--- config.mk ---
export PLATFORM = sky130hd
export DESIGN_NAME = rfc_flow_ctrl
export DESIGN_NICKNAME = d
export VERILOG_FILES = /design/src/rfc_pkg.sv /design/src/rfc_flow_ctrl.sv /design/src/rfc_fifo.sv
export SDC_FILE = /design/constraint.sdc
export NUM_CORES = 1
export LEC_CHECK = 0
export BUFFER_PORTS_ARGS = -buffer_cell sky130_fd_sc_hd__buf_2
export CAP_MARGIN = 20
export CORE_ASPECT_RATIO = 2
export CORE_MARGIN = 2
export CORE_UTILIZATION = 50
export CTS_CLUSTER_DIAMETER = 200
export DETAILED_ROUTE_END_ITERATION = 6
export GPL_TIMING_DRIVEN = 0
export PLACE_DENSITY = 0.66
export SLEW_MARGIN = 40
export SYNTH_ARGS = -nofsm -noshare
export SYNTH_HDL_FRONTEND = slang
export SYNTH_SLANG_ARGS = --single-unit
export TNS_END_PERCENT = 5
--- constraint.sdc ---
create_clock -name clk_sys_in -period 9.1 [get_ports clk_sys_in]
set_input_delay 0.91 -clock clk_sys_in [delete_from_list [all_inputs] [get_ports clk_sys_in]]
set_output_delay 0.91 -clock clk_sys_in [all_outputs]
set_load 0.02 [all_outputs]
--- src/rfc_pkg.sv ---
// shared constants and types of the reader fifo flow control block
package rfc_pkg;
  localparam int DATA_W = 8;
  localparam int FIFO_DEPTH = 24;
  localparam int CNT_W = 12;
  localparam int LVL_W = 5;
  localparam int ADDR_W = 5;
  localparam logic [11:0] FIFO_DEPTH_CNT = 12'h018;
  localparam logic [4:0] ADDR_STATUS = 5'h1c;
  localparam logic [4:0] ADDR_TXLEN_HI = 5'h1d;
  localparam logic [4:0] ADDR_TXLEN_LO = 5'h1e;
  localparam logic [4:0] ADDR_FIFO = 5'h1f;
  localparam logic [4:0] CMD_RESET_FIFO = 5'h0f;
  localparam logic [4:0] CMD_TRANSMIT = 5'h10;
  localparam int HDR_CMD_BIT = 7;
  localparam int HDR_READ_BIT = 6;
  localparam int HDR_CONT_BIT = 5;
  localparam int ST_FOVE_BIT = 7;
  localparam int ST_FHIL_BIT = 6;
  localparam int ST_FLOL_BIT = 5;
  localparam logic [4:0] LOW_LEVEL = 5'h06;
  localparam logic [4:0] HIGH_LEVEL = 5'h12;
  localparam logic [11:0] CNT_RST = 12'h000;
  localparam logic [2:0] SYNC_RST = 3'h1;
  localparam logic [2:0] BITS_LAST = 3'h7;
  localparam int SYNC_EN = 0;
  localparam int SYNC_CLK = 1;
  localparam int SYNC_SDI = 2;
  typedef enum logic [0:0] {
    RFC_SP_HDR = 1'b0,
    RFC_SP_DATA = 1'b1
  } rfc_sp_state_t;
endpackage

--- src/rfc_flow_ctrl.sv ---
// serial host port, byte buffer flow control and transmit/receive hand-off
`timescale 1ns/1ps
// Function
// - reset-buffer command empties buffer and clears both pointers and counters
// - buffer locations are filled cyclically, wrapping after the last
// - bytes written at address 1f go into locations 0 to 23
// - input counter counts every byte loaded into the buffer
// - output counter counts every byte taken out of the buffer
// - input and output counters are twelve bits wide
// - interrupt request when buffer holds fewer than six bytes during transmission, while input count is below transmit length
// - interrupt request when buffer holds more than eighteen bytes during reception
// - bytes handed to transmitter never exceed programmed transmit length
// - transmitter is told when the final byte is handed over
// - status register reports current byte count
// - overflow flag set when buffer overflows
// - low-level flag set when level is low during transmission, while input count is below transmit length
// - high-level flag set when level is high during reception
module rfc_flow_ctrl (
  input wire logic clk_sys_in,
  input wire logic nrst_in,
  input wire logic spi_en_n_in,
  input wire logic spi_clk_in,
  input wire logic spi_sdi_in,
  output logic spi_sdo_out,
  output logic spi_sdo_oe_out,
  input wire logic [rfc_pkg::DATA_W-1:0] rx_data_in,
  input wire logic rx_valid_in,
  output logic rx_ready_out,
  input wire logic rx_active_in,
  output logic [rfc_pkg::DATA_W-1:0] tx_data_out,
  output logic tx_valid_out,
  input wire logic tx_ready_in,
  output logic tx_last_out,
  output logic tx_active_out,
  output logic fifo_irq_out
);
  import rfc_pkg::*;

  typedef struct packed {
    logic [2:0] sync1;
    logic [2:0] sync2;
    logic clk_d;
    logic sdi_d;
    rfc_sp_state_t sp;
    logic [2:0] bits;
    logic [7:0] in_sh;
    logic [7:0] out_sh;
    logic [ADDR_W-1:0] addr;
    logic rd;
    logic cont;
    logic sdo;
    logic sdo_oe;
    logic hw_pend;
    logic [7:0] hw_data;
    logic [CNT_W-1:0] in_cnt;
    logic [CNT_W-1:0] out_cnt;
    logic [CNT_W-1:0] sent;
    logic [CNT_W-1:0] tx_len;
    logic tx_active;
    logic [7:0] tx_data;
    logic tx_valid;
    logic tx_last;
    logic rx_ready;
    logic fove;
    logic flol;
    logic fhil;
    logic low_d;
    logic high_d;
    logic irq;
  } rfc_state_t;

  rfc_state_t s_r;
  rfc_state_t s_nxt;

  logic en_act;
  logic rise;
  logic fall;
  logic [7:0] byte_v;
  logic [7:0] rv;
  logic fifo_clear;
  logic tx_start;
  logic host_pop;
  logic rx_take;
  logic ovf_set;
  logic fifo_wr_valid;
  logic fifo_wr_ready;
  logic [7:0] fifo_wr_data;
  logic fifo_rd_valid;
  logic fifo_rd_ready;
  logic [7:0] fifo_rd_data;
  logic [LVL_W-1:0] fifo_level;
  logic push_ok;
  logic pop_ok;
  logic tx_load;
  logic [CNT_W-1:0] diff;
  logic [CNT_W-1:0] diff_nxt;
  logic [LVL_W-1:0] lvl;
  logic low_c;
  logic high_c;

  rfc_fifo #(
    .W(DATA_W),
    .DEPTH(FIFO_DEPTH)
  ) u_fifo (
    .clk_sys_in(clk_sys_in),
    .nrst_in(nrst_in),
    .clear_in(fifo_clear),
    .wr_valid_in(fifo_wr_valid),
    .wr_ready_out(fifo_wr_ready),
    .wr_data_in(fifo_wr_data),
    .rd_valid_out(fifo_rd_valid),
    .rd_ready_in(fifo_rd_ready),
    .rd_data_out(fifo_rd_data),
    .level_out(fifo_level)
  );

  always_comb begin
    s_nxt = s_r;
    s_nxt.sync1 = {spi_sdi_in, spi_clk_in, spi_en_n_in};
    s_nxt.sync2 = s_r.sync1;
    s_nxt.clk_d = s_r.sync2[SYNC_CLK];
    s_nxt.sdi_d = s_r.sync2[SYNC_SDI];
    en_act = !s_r.sync2[SYNC_EN];
    rise = en_act && !s_r.clk_d && s_r.sync2[SYNC_CLK];
    fall = en_act && s_r.clk_d && !s_r.sync2[SYNC_CLK];
    // sdi is taken one sample before the falling edge, clear of its short hold window
    byte_v = {s_r.in_sh[6:0], s_r.sdi_d};
    diff = s_r.in_cnt - s_r.out_cnt;
    lvl = diff[LVL_W-1:0];
    fifo_clear = 1'b0;
    tx_start = 1'b0;
    host_pop = 1'b0;
    ovf_set = 1'b0;
    rv = 8'h00;
    case (s_r.addr)
      ADDR_STATUS: begin
        rv[LVL_W-1:0] = lvl;
        rv[ST_FOVE_BIT] = s_r.fove;
        rv[ST_FHIL_BIT] = s_r.fhil;
        rv[ST_FLOL_BIT] = s_r.flol;
      end
      ADDR_TXLEN_HI: rv = {4'h0, s_r.tx_len[11:8]};
      ADDR_TXLEN_LO: rv = s_r.tx_len[7:0];
      ADDR_FIFO: rv = fifo_rd_valid ? fifo_rd_data : 8'h00;
      default: rv = 8'h00;
    endcase

    // host byte waits one cycle so it never competes with a receiver push
    rx_take = rx_valid_in && s_r.rx_ready;
    fifo_wr_valid = rx_take || s_r.hw_pend;
    fifo_wr_data = rx_take ? rx_data_in : s_r.hw_data;
    if (!rx_take && s_r.hw_pend) begin
      s_nxt.hw_pend = 1'b0;
      ovf_set = !fifo_wr_ready;
    end

    if (!en_act) begin
      s_nxt.sp = RFC_SP_HDR;
      s_nxt.bits = 3'h0;
      s_nxt.rd = 1'b0;
    end else begin
      if (rise && s_r.sp == RFC_SP_DATA && s_r.rd) begin
        if (s_r.bits == 3'h0) begin
          // fetch lazily at the first bit so no byte is popped that the host never clocks
          host_pop = (s_r.addr == ADDR_FIFO) && fifo_rd_valid;
          s_nxt.sdo = rv[7];
          s_nxt.out_sh = {rv[6:0], 1'b0};
        end else begin
          s_nxt.sdo = s_r.out_sh[7];
          s_nxt.out_sh = {s_r.out_sh[6:0], 1'b0};
        end
      end
      if (fall) begin
        s_nxt.in_sh = byte_v;
        s_nxt.bits = s_r.bits + 3'h1;
        if (s_r.bits == BITS_LAST) begin
          case (s_r.sp)
            RFC_SP_HDR: begin
              if (byte_v[HDR_CMD_BIT]) begin
                fifo_clear = (byte_v[4:0] == CMD_RESET_FIFO);
                tx_start = (byte_v[4:0] == CMD_TRANSMIT);
              end else begin
                s_nxt.addr = byte_v[4:0];
                s_nxt.rd = byte_v[HDR_READ_BIT];
                s_nxt.cont = byte_v[HDR_CONT_BIT];
                s_nxt.sp = RFC_SP_DATA;
              end
            end
            RFC_SP_DATA: begin
              if (!s_r.rd) begin
                case (s_r.addr)
                  ADDR_TXLEN_HI: s_nxt.tx_len[11:8] = byte_v[3:0];
                  ADDR_TXLEN_LO: s_nxt.tx_len[7:0] = byte_v;
                  ADDR_FIFO: begin
                    s_nxt.hw_pend = 1'b1;
                    s_nxt.hw_data = byte_v;
                  end
                  default: s_nxt.hw_pend = s_nxt.hw_pend;
                endcase
              end
              if (s_r.cont) begin
                // the buffer address does not advance: repeated bytes stream through it
                if (s_r.addr != ADDR_FIFO) begin
                  s_nxt.addr = s_r.addr + 5'h01;
                end
              end else begin
                s_nxt.sp = RFC_SP_HDR;
              end
            end
            default: s_nxt.sp = RFC_SP_HDR;
          endcase
        end
      end
    end
    s_nxt.sdo_oe = en_act && s_nxt.sp == RFC_SP_DATA && s_nxt.rd;

    tx_load = s_r.tx_active && (s_r.sent < s_r.tx_len) && fifo_rd_valid &&
              (!s_r.tx_valid || tx_ready_in) && !host_pop && !fifo_clear;
    fifo_rd_ready = host_pop || tx_load;
    push_ok = fifo_wr_valid && fifo_wr_ready && !fifo_clear;
    pop_ok = fifo_rd_ready && fifo_rd_valid && !fifo_clear;

    if (s_r.tx_valid && tx_ready_in) begin
      s_nxt.tx_valid = 1'b0;
      s_nxt.tx_last = 1'b0;
    end
    if (tx_load) begin
      s_nxt.tx_data = fifo_rd_data;
      s_nxt.tx_valid = 1'b1;
      s_nxt.sent = s_r.sent + 12'h001;
      s_nxt.tx_last = (s_r.sent + 12'h001 == s_r.tx_len);
      if (s_r.sent + 12'h001 == s_r.tx_len) begin
        s_nxt.tx_active = 1'b0;
      end
    end
    if (tx_start) begin
      s_nxt.tx_active = (s_r.tx_len != CNT_RST);
      s_nxt.sent = CNT_RST;
    end

    if (fifo_clear) begin
      s_nxt.in_cnt = CNT_RST;
      s_nxt.out_cnt = CNT_RST;
    end else begin
      if (push_ok) begin
        s_nxt.in_cnt = s_r.in_cnt + 12'h001;
      end
      if (pop_ok) begin
        s_nxt.out_cnt = s_r.out_cnt + 12'h001;
      end
    end
    diff_nxt = s_nxt.in_cnt - s_nxt.out_cnt;
    s_nxt.rx_ready = !s_nxt.hw_pend && (diff_nxt < FIFO_DEPTH_CNT);

    // low only counts while more transmit data is still due, so the drain at the end is quiet
    low_c = s_r.tx_active && (lvl < LOW_LEVEL) && (s_r.in_cnt < s_r.tx_len);
    high_c = rx_active_in && (lvl > HIGH_LEVEL);
    // a set in the clearing cycle wins over the clear
    s_nxt.fove = (fifo_clear ? 1'b0 : s_r.fove) | ovf_set;
    s_nxt.flol = (fifo_clear ? 1'b0 : s_r.flol) | low_c;
    s_nxt.fhil = (fifo_clear ? 1'b0 : s_r.fhil) | high_c;
    s_nxt.low_d = low_c;
    s_nxt.high_d = high_c;
    s_nxt.irq = (low_c && !s_r.low_d) || (high_c && !s_r.high_d);
  end

  always_ff @(posedge clk_sys_in or negedge nrst_in) begin
    if (!nrst_in) begin
      s_r <= '0;
      s_r.sync1 <= SYNC_RST;
      s_r.sync2 <= SYNC_RST;
    end else begin
      s_r <= s_nxt;
    end
  end

  assign spi_sdo_out = s_r.sdo;
  assign spi_sdo_oe_out = s_r.sdo_oe;
  assign rx_ready_out = s_r.rx_ready;
  assign tx_data_out = s_r.tx_data;
  assign tx_valid_out = s_r.tx_valid;
  assign tx_last_out = s_r.tx_last;
  assign tx_active_out = s_r.tx_active;
  assign fifo_irq_out = s_r.irq;
endmodule

--- src/rfc_fifo.sv ---
// cyclic byte buffer with clear, valid/ready on both sides
`timescale 1ns/1ps
module rfc_fifo #(
  parameter int W = 8,
  parameter int DEPTH = 16
) (
  input wire logic clk_sys_in,
  input wire logic nrst_in,
  input wire logic clear_in,
  input wire logic wr_valid_in,
  output logic wr_ready_out,
  input wire logic [W-1:0] wr_data_in,
  output logic rd_valid_out,
  input wire logic rd_ready_in,
  output logic [W-1:0] rd_data_out,
  output logic [$clog2(DEPTH+1)-1:0] level_out
);
  localparam int PW = $clog2(DEPTH);
  localparam int LW = $clog2(DEPTH+1);
  localparam logic [PW-1:0] PTR_LAST = PW'(DEPTH-1);
  localparam logic [LW-1:0] LVL_FULL = LW'(DEPTH);

  typedef struct packed {
    logic [DEPTH-1:0][W-1:0] mem;
    logic [PW-1:0] wp;
    logic [PW-1:0] rp;
    logic [LW-1:0] lvl;
  } rfc_fifo_st_t;

  rfc_fifo_st_t s_r;
  rfc_fifo_st_t s_nxt;
  logic push;
  logic pop;

  assign wr_ready_out = s_r.lvl < LVL_FULL;
  assign rd_valid_out = s_r.lvl != '0;
  assign rd_data_out = s_r.mem[s_r.rp];
  assign level_out = s_r.lvl;

  always_comb begin
    s_nxt = s_r;
    push = wr_valid_in && wr_ready_out;
    pop = rd_ready_in && rd_valid_out;
    if (clear_in) begin
      s_nxt = '0;
    end else begin
      if (push) begin
        s_nxt.mem[s_r.wp] = wr_data_in;
        s_nxt.wp = (s_r.wp == PTR_LAST) ? '0 : s_r.wp + PW'(1);
      end
      if (pop) begin
        s_nxt.rp = (s_r.rp == PTR_LAST) ? '0 : s_r.rp + PW'(1);
      end
      s_nxt.lvl = s_r.lvl + LW'(push) - LW'(pop);
    end
  end

  always_ff @(posedge clk_sys_in or negedge nrst_in) begin
    if (!nrst_in) begin
      s_r <= '0;
    end else begin
      s_r <= s_nxt;
    end
  end
endmodule

Word-level counts from Yosys, hierarchy flattened
Index checks and enable logic that the tools add are counted.

storage, ports and cells
  bits in registers = 319
  bits in latches = 0
  bits in writable memories = 0
  memory bits (read-only) = 0
  bits of input ports = 16
  memories = 0

cells by class
  add/subtract/negate cells = 11
  multiply operators = 0
  div/mod/pow operators = 0
  magnitude comparators = 9
  equal/unequal tests = 14
  shift operators = 0
  muxes and demuxes = 63
  bitwise operators = 7
  reduce and logical (&&, ||, !) cells = 60

operators by type and width
  operator                 number
  $mux W207                1
  $mux W197                1
  $bwmux W192              1
  $mux W12                 5
  $mux W8                  6
  $mux W9                  5
  $bmux W8 S5              1
  $demux W8 S5             1
  $add A12 B1 Y12 const B  3
  $eq A5 B5 Y1 const B     7
  $pmux W8 S4              1
  $logic_and A1 B1 Y1      28
  $mux W1                  26
  $mux W5                  5
  $lt A12 B12 Y1           2
  $mux W24                 1
  $reduce_and A6 Y1        4
  $add A5 B1 Y5 const B    3
  $eq A12 B12 Y1           1
  $lt A12 B5 Y1 const B    1
  $lt A5 B6 Y1 const B     2
  $reduce_bool A12 Y1      1
  $reduce_bool A2 Y1       6
  $sub A12 B12 Y12         1
  27 further kinds         51

Depth between registers and ports, before layout
  depth after elaboration = 18
  mapped depth = 21
  gate-level depth less buffers = 21

Cells and area by module
Synthesis repeated with hierarchy kept, for this count alone.

second synthesis, totals
  cell total of the unflattened synthesis = 1842
  area, all modules = 17440.5 um2

modules (own cells, without submodules)
  module         times used  cells an instance  area each (um2)  sequential area each (um2)
  rfc_fifo       1           1153               10620.2          5180.0
  rfc_flow_ctrl  1           689                6820.3           2755.1

Worst setup path after synthesis
No wires, ideal clock.

  path type = input-to-reg
  start point = in tx_ready_in
  end point = reg s_r (netlist bit rx_ready_out)
  setup time = 87 ps
  arrival = 4328 ps
  slack = 4685 ps
  stages on the path = 18
  buffers on the path = 0
  path through = nand2b_1 > nand4b_1 > a211oi_1 > nand3_2 > o21ai_2 > nand2_1 > xnor2_1 > or2_2 > ha_1 > o21a_1 > o21ai_0 > nand2b_1 > a21o_1 > a21oi_1 > a211o_1 > a21boi_1 > or4_1 > a211oi_2

RTL lines
  element               line                  RTL
  from (decl)           rfc_flow_ctrl.sv:32   input wire logic tx_ready_in,
  to (signal assigned)  rfc_flow_ctrl.sv:273  s_r <= s_nxt;
  to (decl)             rfc_flow_ctrl.sv:72   rfc_state_t s_r;

==> metrics.cfg <==
[placed_design]
gp_congestion = 0.934
dp_hpwl_mm = 35.3
port_buffers = 30
preCtsSetupSlack_ps = 3840
placed_cells = 1975
place_area_mm2 = 0.0170

[power]
finalPower_mw = 2.81
seq_power_share_pct = 51.7
pwr-share-clk_pct = 45.2
comb_power_share_pct = 3.1
leakagePower_nw = 7.69
switchingPower_uw = 624
pwr_density_cell_mw_per_mm2 = 156
vdd_drop_max_mv = 0.143
p_int_mw = 2.18
swShare_pct = 22.3

[clocking]
cts_setup_buffers = 0
cts_resized = 0
insertion_delay_ps = 580
clock_sinks = 317
cts_tree = done
h-tree-depth = 1
cts_buffers = 29
cts_buffer_depth = 3
cts-root-buf = clkbuf_16
postCtsHoldBufs = 0
path_clk_slew_ps = 60

[route]
first_pass_iters = 5
routed_wirelength_mm = 47.7
drcViolationCount = 0
drt_iter0_drc = 916
via_per_inst = 6.07
ant_nets = 0
num_vias = 12300
post_drt_wl_per_cell_um = 23.5

[worst_setup_path]
crit_path_start_kind = flop
cp-end-kind = flop
cp_max_fo = 8
cp_slowest_cell = dfrtp_1
worstPathArrival_ps = 5730
max_stage_delay_ps = 520
reg2regPathDepth = 19
worstSetupPathType = flop to flop
cp_cell_sequence = inv_1 > ha_1 > a21oi_1 > o21ai_0 > nand2b_1 > nand3_2 > o21ai_2 > nand2_1 > nor2_1 > nand2_1 > xnor2_1 > nand2_1 > ha_1 > a211o_1 > a211oi_1 > a211o_1 > a21boi_1 > or4_1 > a211oi_2
path_common_cell = nand2_1
cp.required_ps = 9580

[global_route]
antenna_found_initial = 0
grt_first_pass_wirelength_mm = 74.1
grt_usage_pct = 28.5
grt_pass1_vias = 12900
grt_overflow = 0
grt_max_degree = 73

[synthesis]
synth_cell_types = 70
yosysWarnings = 0
syn_area_mm2 = 0.0162
yosysSeqAreaShare_pct = 48.9
avgSynthCellArea_um2 = 10.7
synthCells = 1514
synth_edf_count = 0
ys.flop_type = dfrtp_1
ys_ff_latch = 317
syn-num-nets = 1592
postSynth.asyncResetShare_pct = 100

[sta]
rsz0062_at_grt = no
slew_viol_final = 0
hold_viol_final = 0
fin_skew_ps = 16.4
fin_crit_ps = 5250
final.setup.tns_ps = 0
fin_crit_sh_pct = 57.7
hold_slack_ps = 257
worst_slack_ps = 3850
slew_headroom_pct = 42.7
max_freq_mhz = 191
tightest_slew_ps = 856
report.final.setup_viol = 0

[layout]
insertedDiodeCount = 0
fin_util_pct = 56.1
drive_gt1_share_pct = 12.8
final-instance-count-excl-fill = 2027
final_cell_mix = dfrtp_1, nor2_1, a211oi_1
final_area_mm2 = 0.0180
syn_to_final_growth_pct = 11.0
final_common_cell = dfrtp_1
layout.nets = 1657

[floorplan]
rows = 93
die_w_um = 131
initial_core_util_pct = 50.6
boundaryPins = 31
die_area_mm2 = 0.0340
fp.dieH_um = 259
core_mm2 = 0.0321

[worst_hold_path]
worstHoldPathType = input port to async pin

[job]
cap_violations = 0

[run_status]
status = finished clean

-- metal layers --
layer | vias up | share of wire, % | GRT usage (%)
met4 | 0 | 9.0 | 21.5
met5 | - | 0 | 0
met2 | 420 | 53 | 52.7
met3 | 198 | 4.3 | 3.58
met1 | 6102 | 33 | 29.2
li1 | 5581 | - | -
-- critical path, delay by kind of cell (launching register included) --
kind,cells,cell delay [ps]
buffers and inverters,1,210
xor gates and xnor gates,1,200
AOI/OAI and AO/OA,8,1920
and+or+nand+nor,7,1560
DFF,1,520
adders and majority gates,2,730
-- worst paths after layout --
check                           startpoint            to  slack, ps
worst max-delay path               s_r[23]  rx_ready_out       3850
worst min-delay path               nrst_in       s_r[50]        260
worst max register to register     s_r[23]  rx_ready_out       3850
worst min register to register  s_nxt[108]    s_nxt[104]        360
max in group asynchronous          nrst_in     byte_v[0]       7080
min in group clk_sys_in         s_nxt[108]    s_nxt[104]        360
-- sequential cells by signal, indices dropped and copies added (netlist names) --
| register | flops |
|---|---|
| tx_data_out | 8 |
| tx_valid_out | 1 |
| s_nxt | 5 |
| u_fifo.level_out | 5 |
| spi_sdo_oe_out | 1 |
| spi_sdo_out | 1 |
| rx_ready_out | 1 |
| byte_v | 8 |
| s_r | 82 |
| tx_active_out | 1 |
| fifo_irq_out | 1 |
| u_fifo.s_r | 202 |
| tx_last_out | 1 |
-- cell type report --
class / instances / area [um2]
Buffer: 106 / 459
Clock buffer: 42 / 805
Clock inverter: 10 / 154
Fill cell: 2798 / 14100
Inverter: 44 / 165
Multi-Input combinational cell: 1047 / 7700
Sequential cell: 317 / 7940
Tap cell: 427 / 534
Timing Repair Buffer: 34 / 270
-- cells in the mapped netlist (18+ instances only) --
master	n	share of area (%)
nand2_1	71	1.6
a211oi_1	196	9.1
a21oi_1	52	1.6
clkbuf_1	81	1.9
nor2_1	289	6.7
inv_1	43	0.99
o21ai_0	33	1.0
xnor2_1	31	1.7
xor2_1	29	1.6
ha_1	60	4.6
nand3_1	18	0.55
mux4_2	56	7.8
dfrtp_1	315	49
mux2_2	28	1.9
mux2i_1	23	1.4
-- power groups by stage --
| stage | sequential (mW) | combinational, mW | clock, mW |
|---|---|---|---|
| finish | 1.45 | 0.0864 | 1.27 |
| global route | 1.45 | 0.0975 | 1.34 |
| CTS | 1.45 | 0.0882 | 1.29 |
| detailed placement | 1.48 | 0.0878 | 0 |
| global placement | 1.48 | 0.0790 | 0 |
| floorplan | 1.47 | 0.0389 | 0 |
-- logic make-up (layout without fill, tap and decap cells) --
logic type | Yosys count | after routing | synth area share, %
AO/OA/AOI/OAI | 334 | 334 | 14.4
buffers and inverters | 150 | 236 | 3.84
AND/OR/NAND/NOR | 483 | 483 | 13.6
XOR/XNOR | 61 | 61 | 3.37
adder cells (fa/ha/maj) | 62 | 62 | 4.87
multiplexers | 107 | 107 | 11.1
flip-flops | 317 | 317 | 48.9
Note: power is estimated with default switching activity, not from simulation.
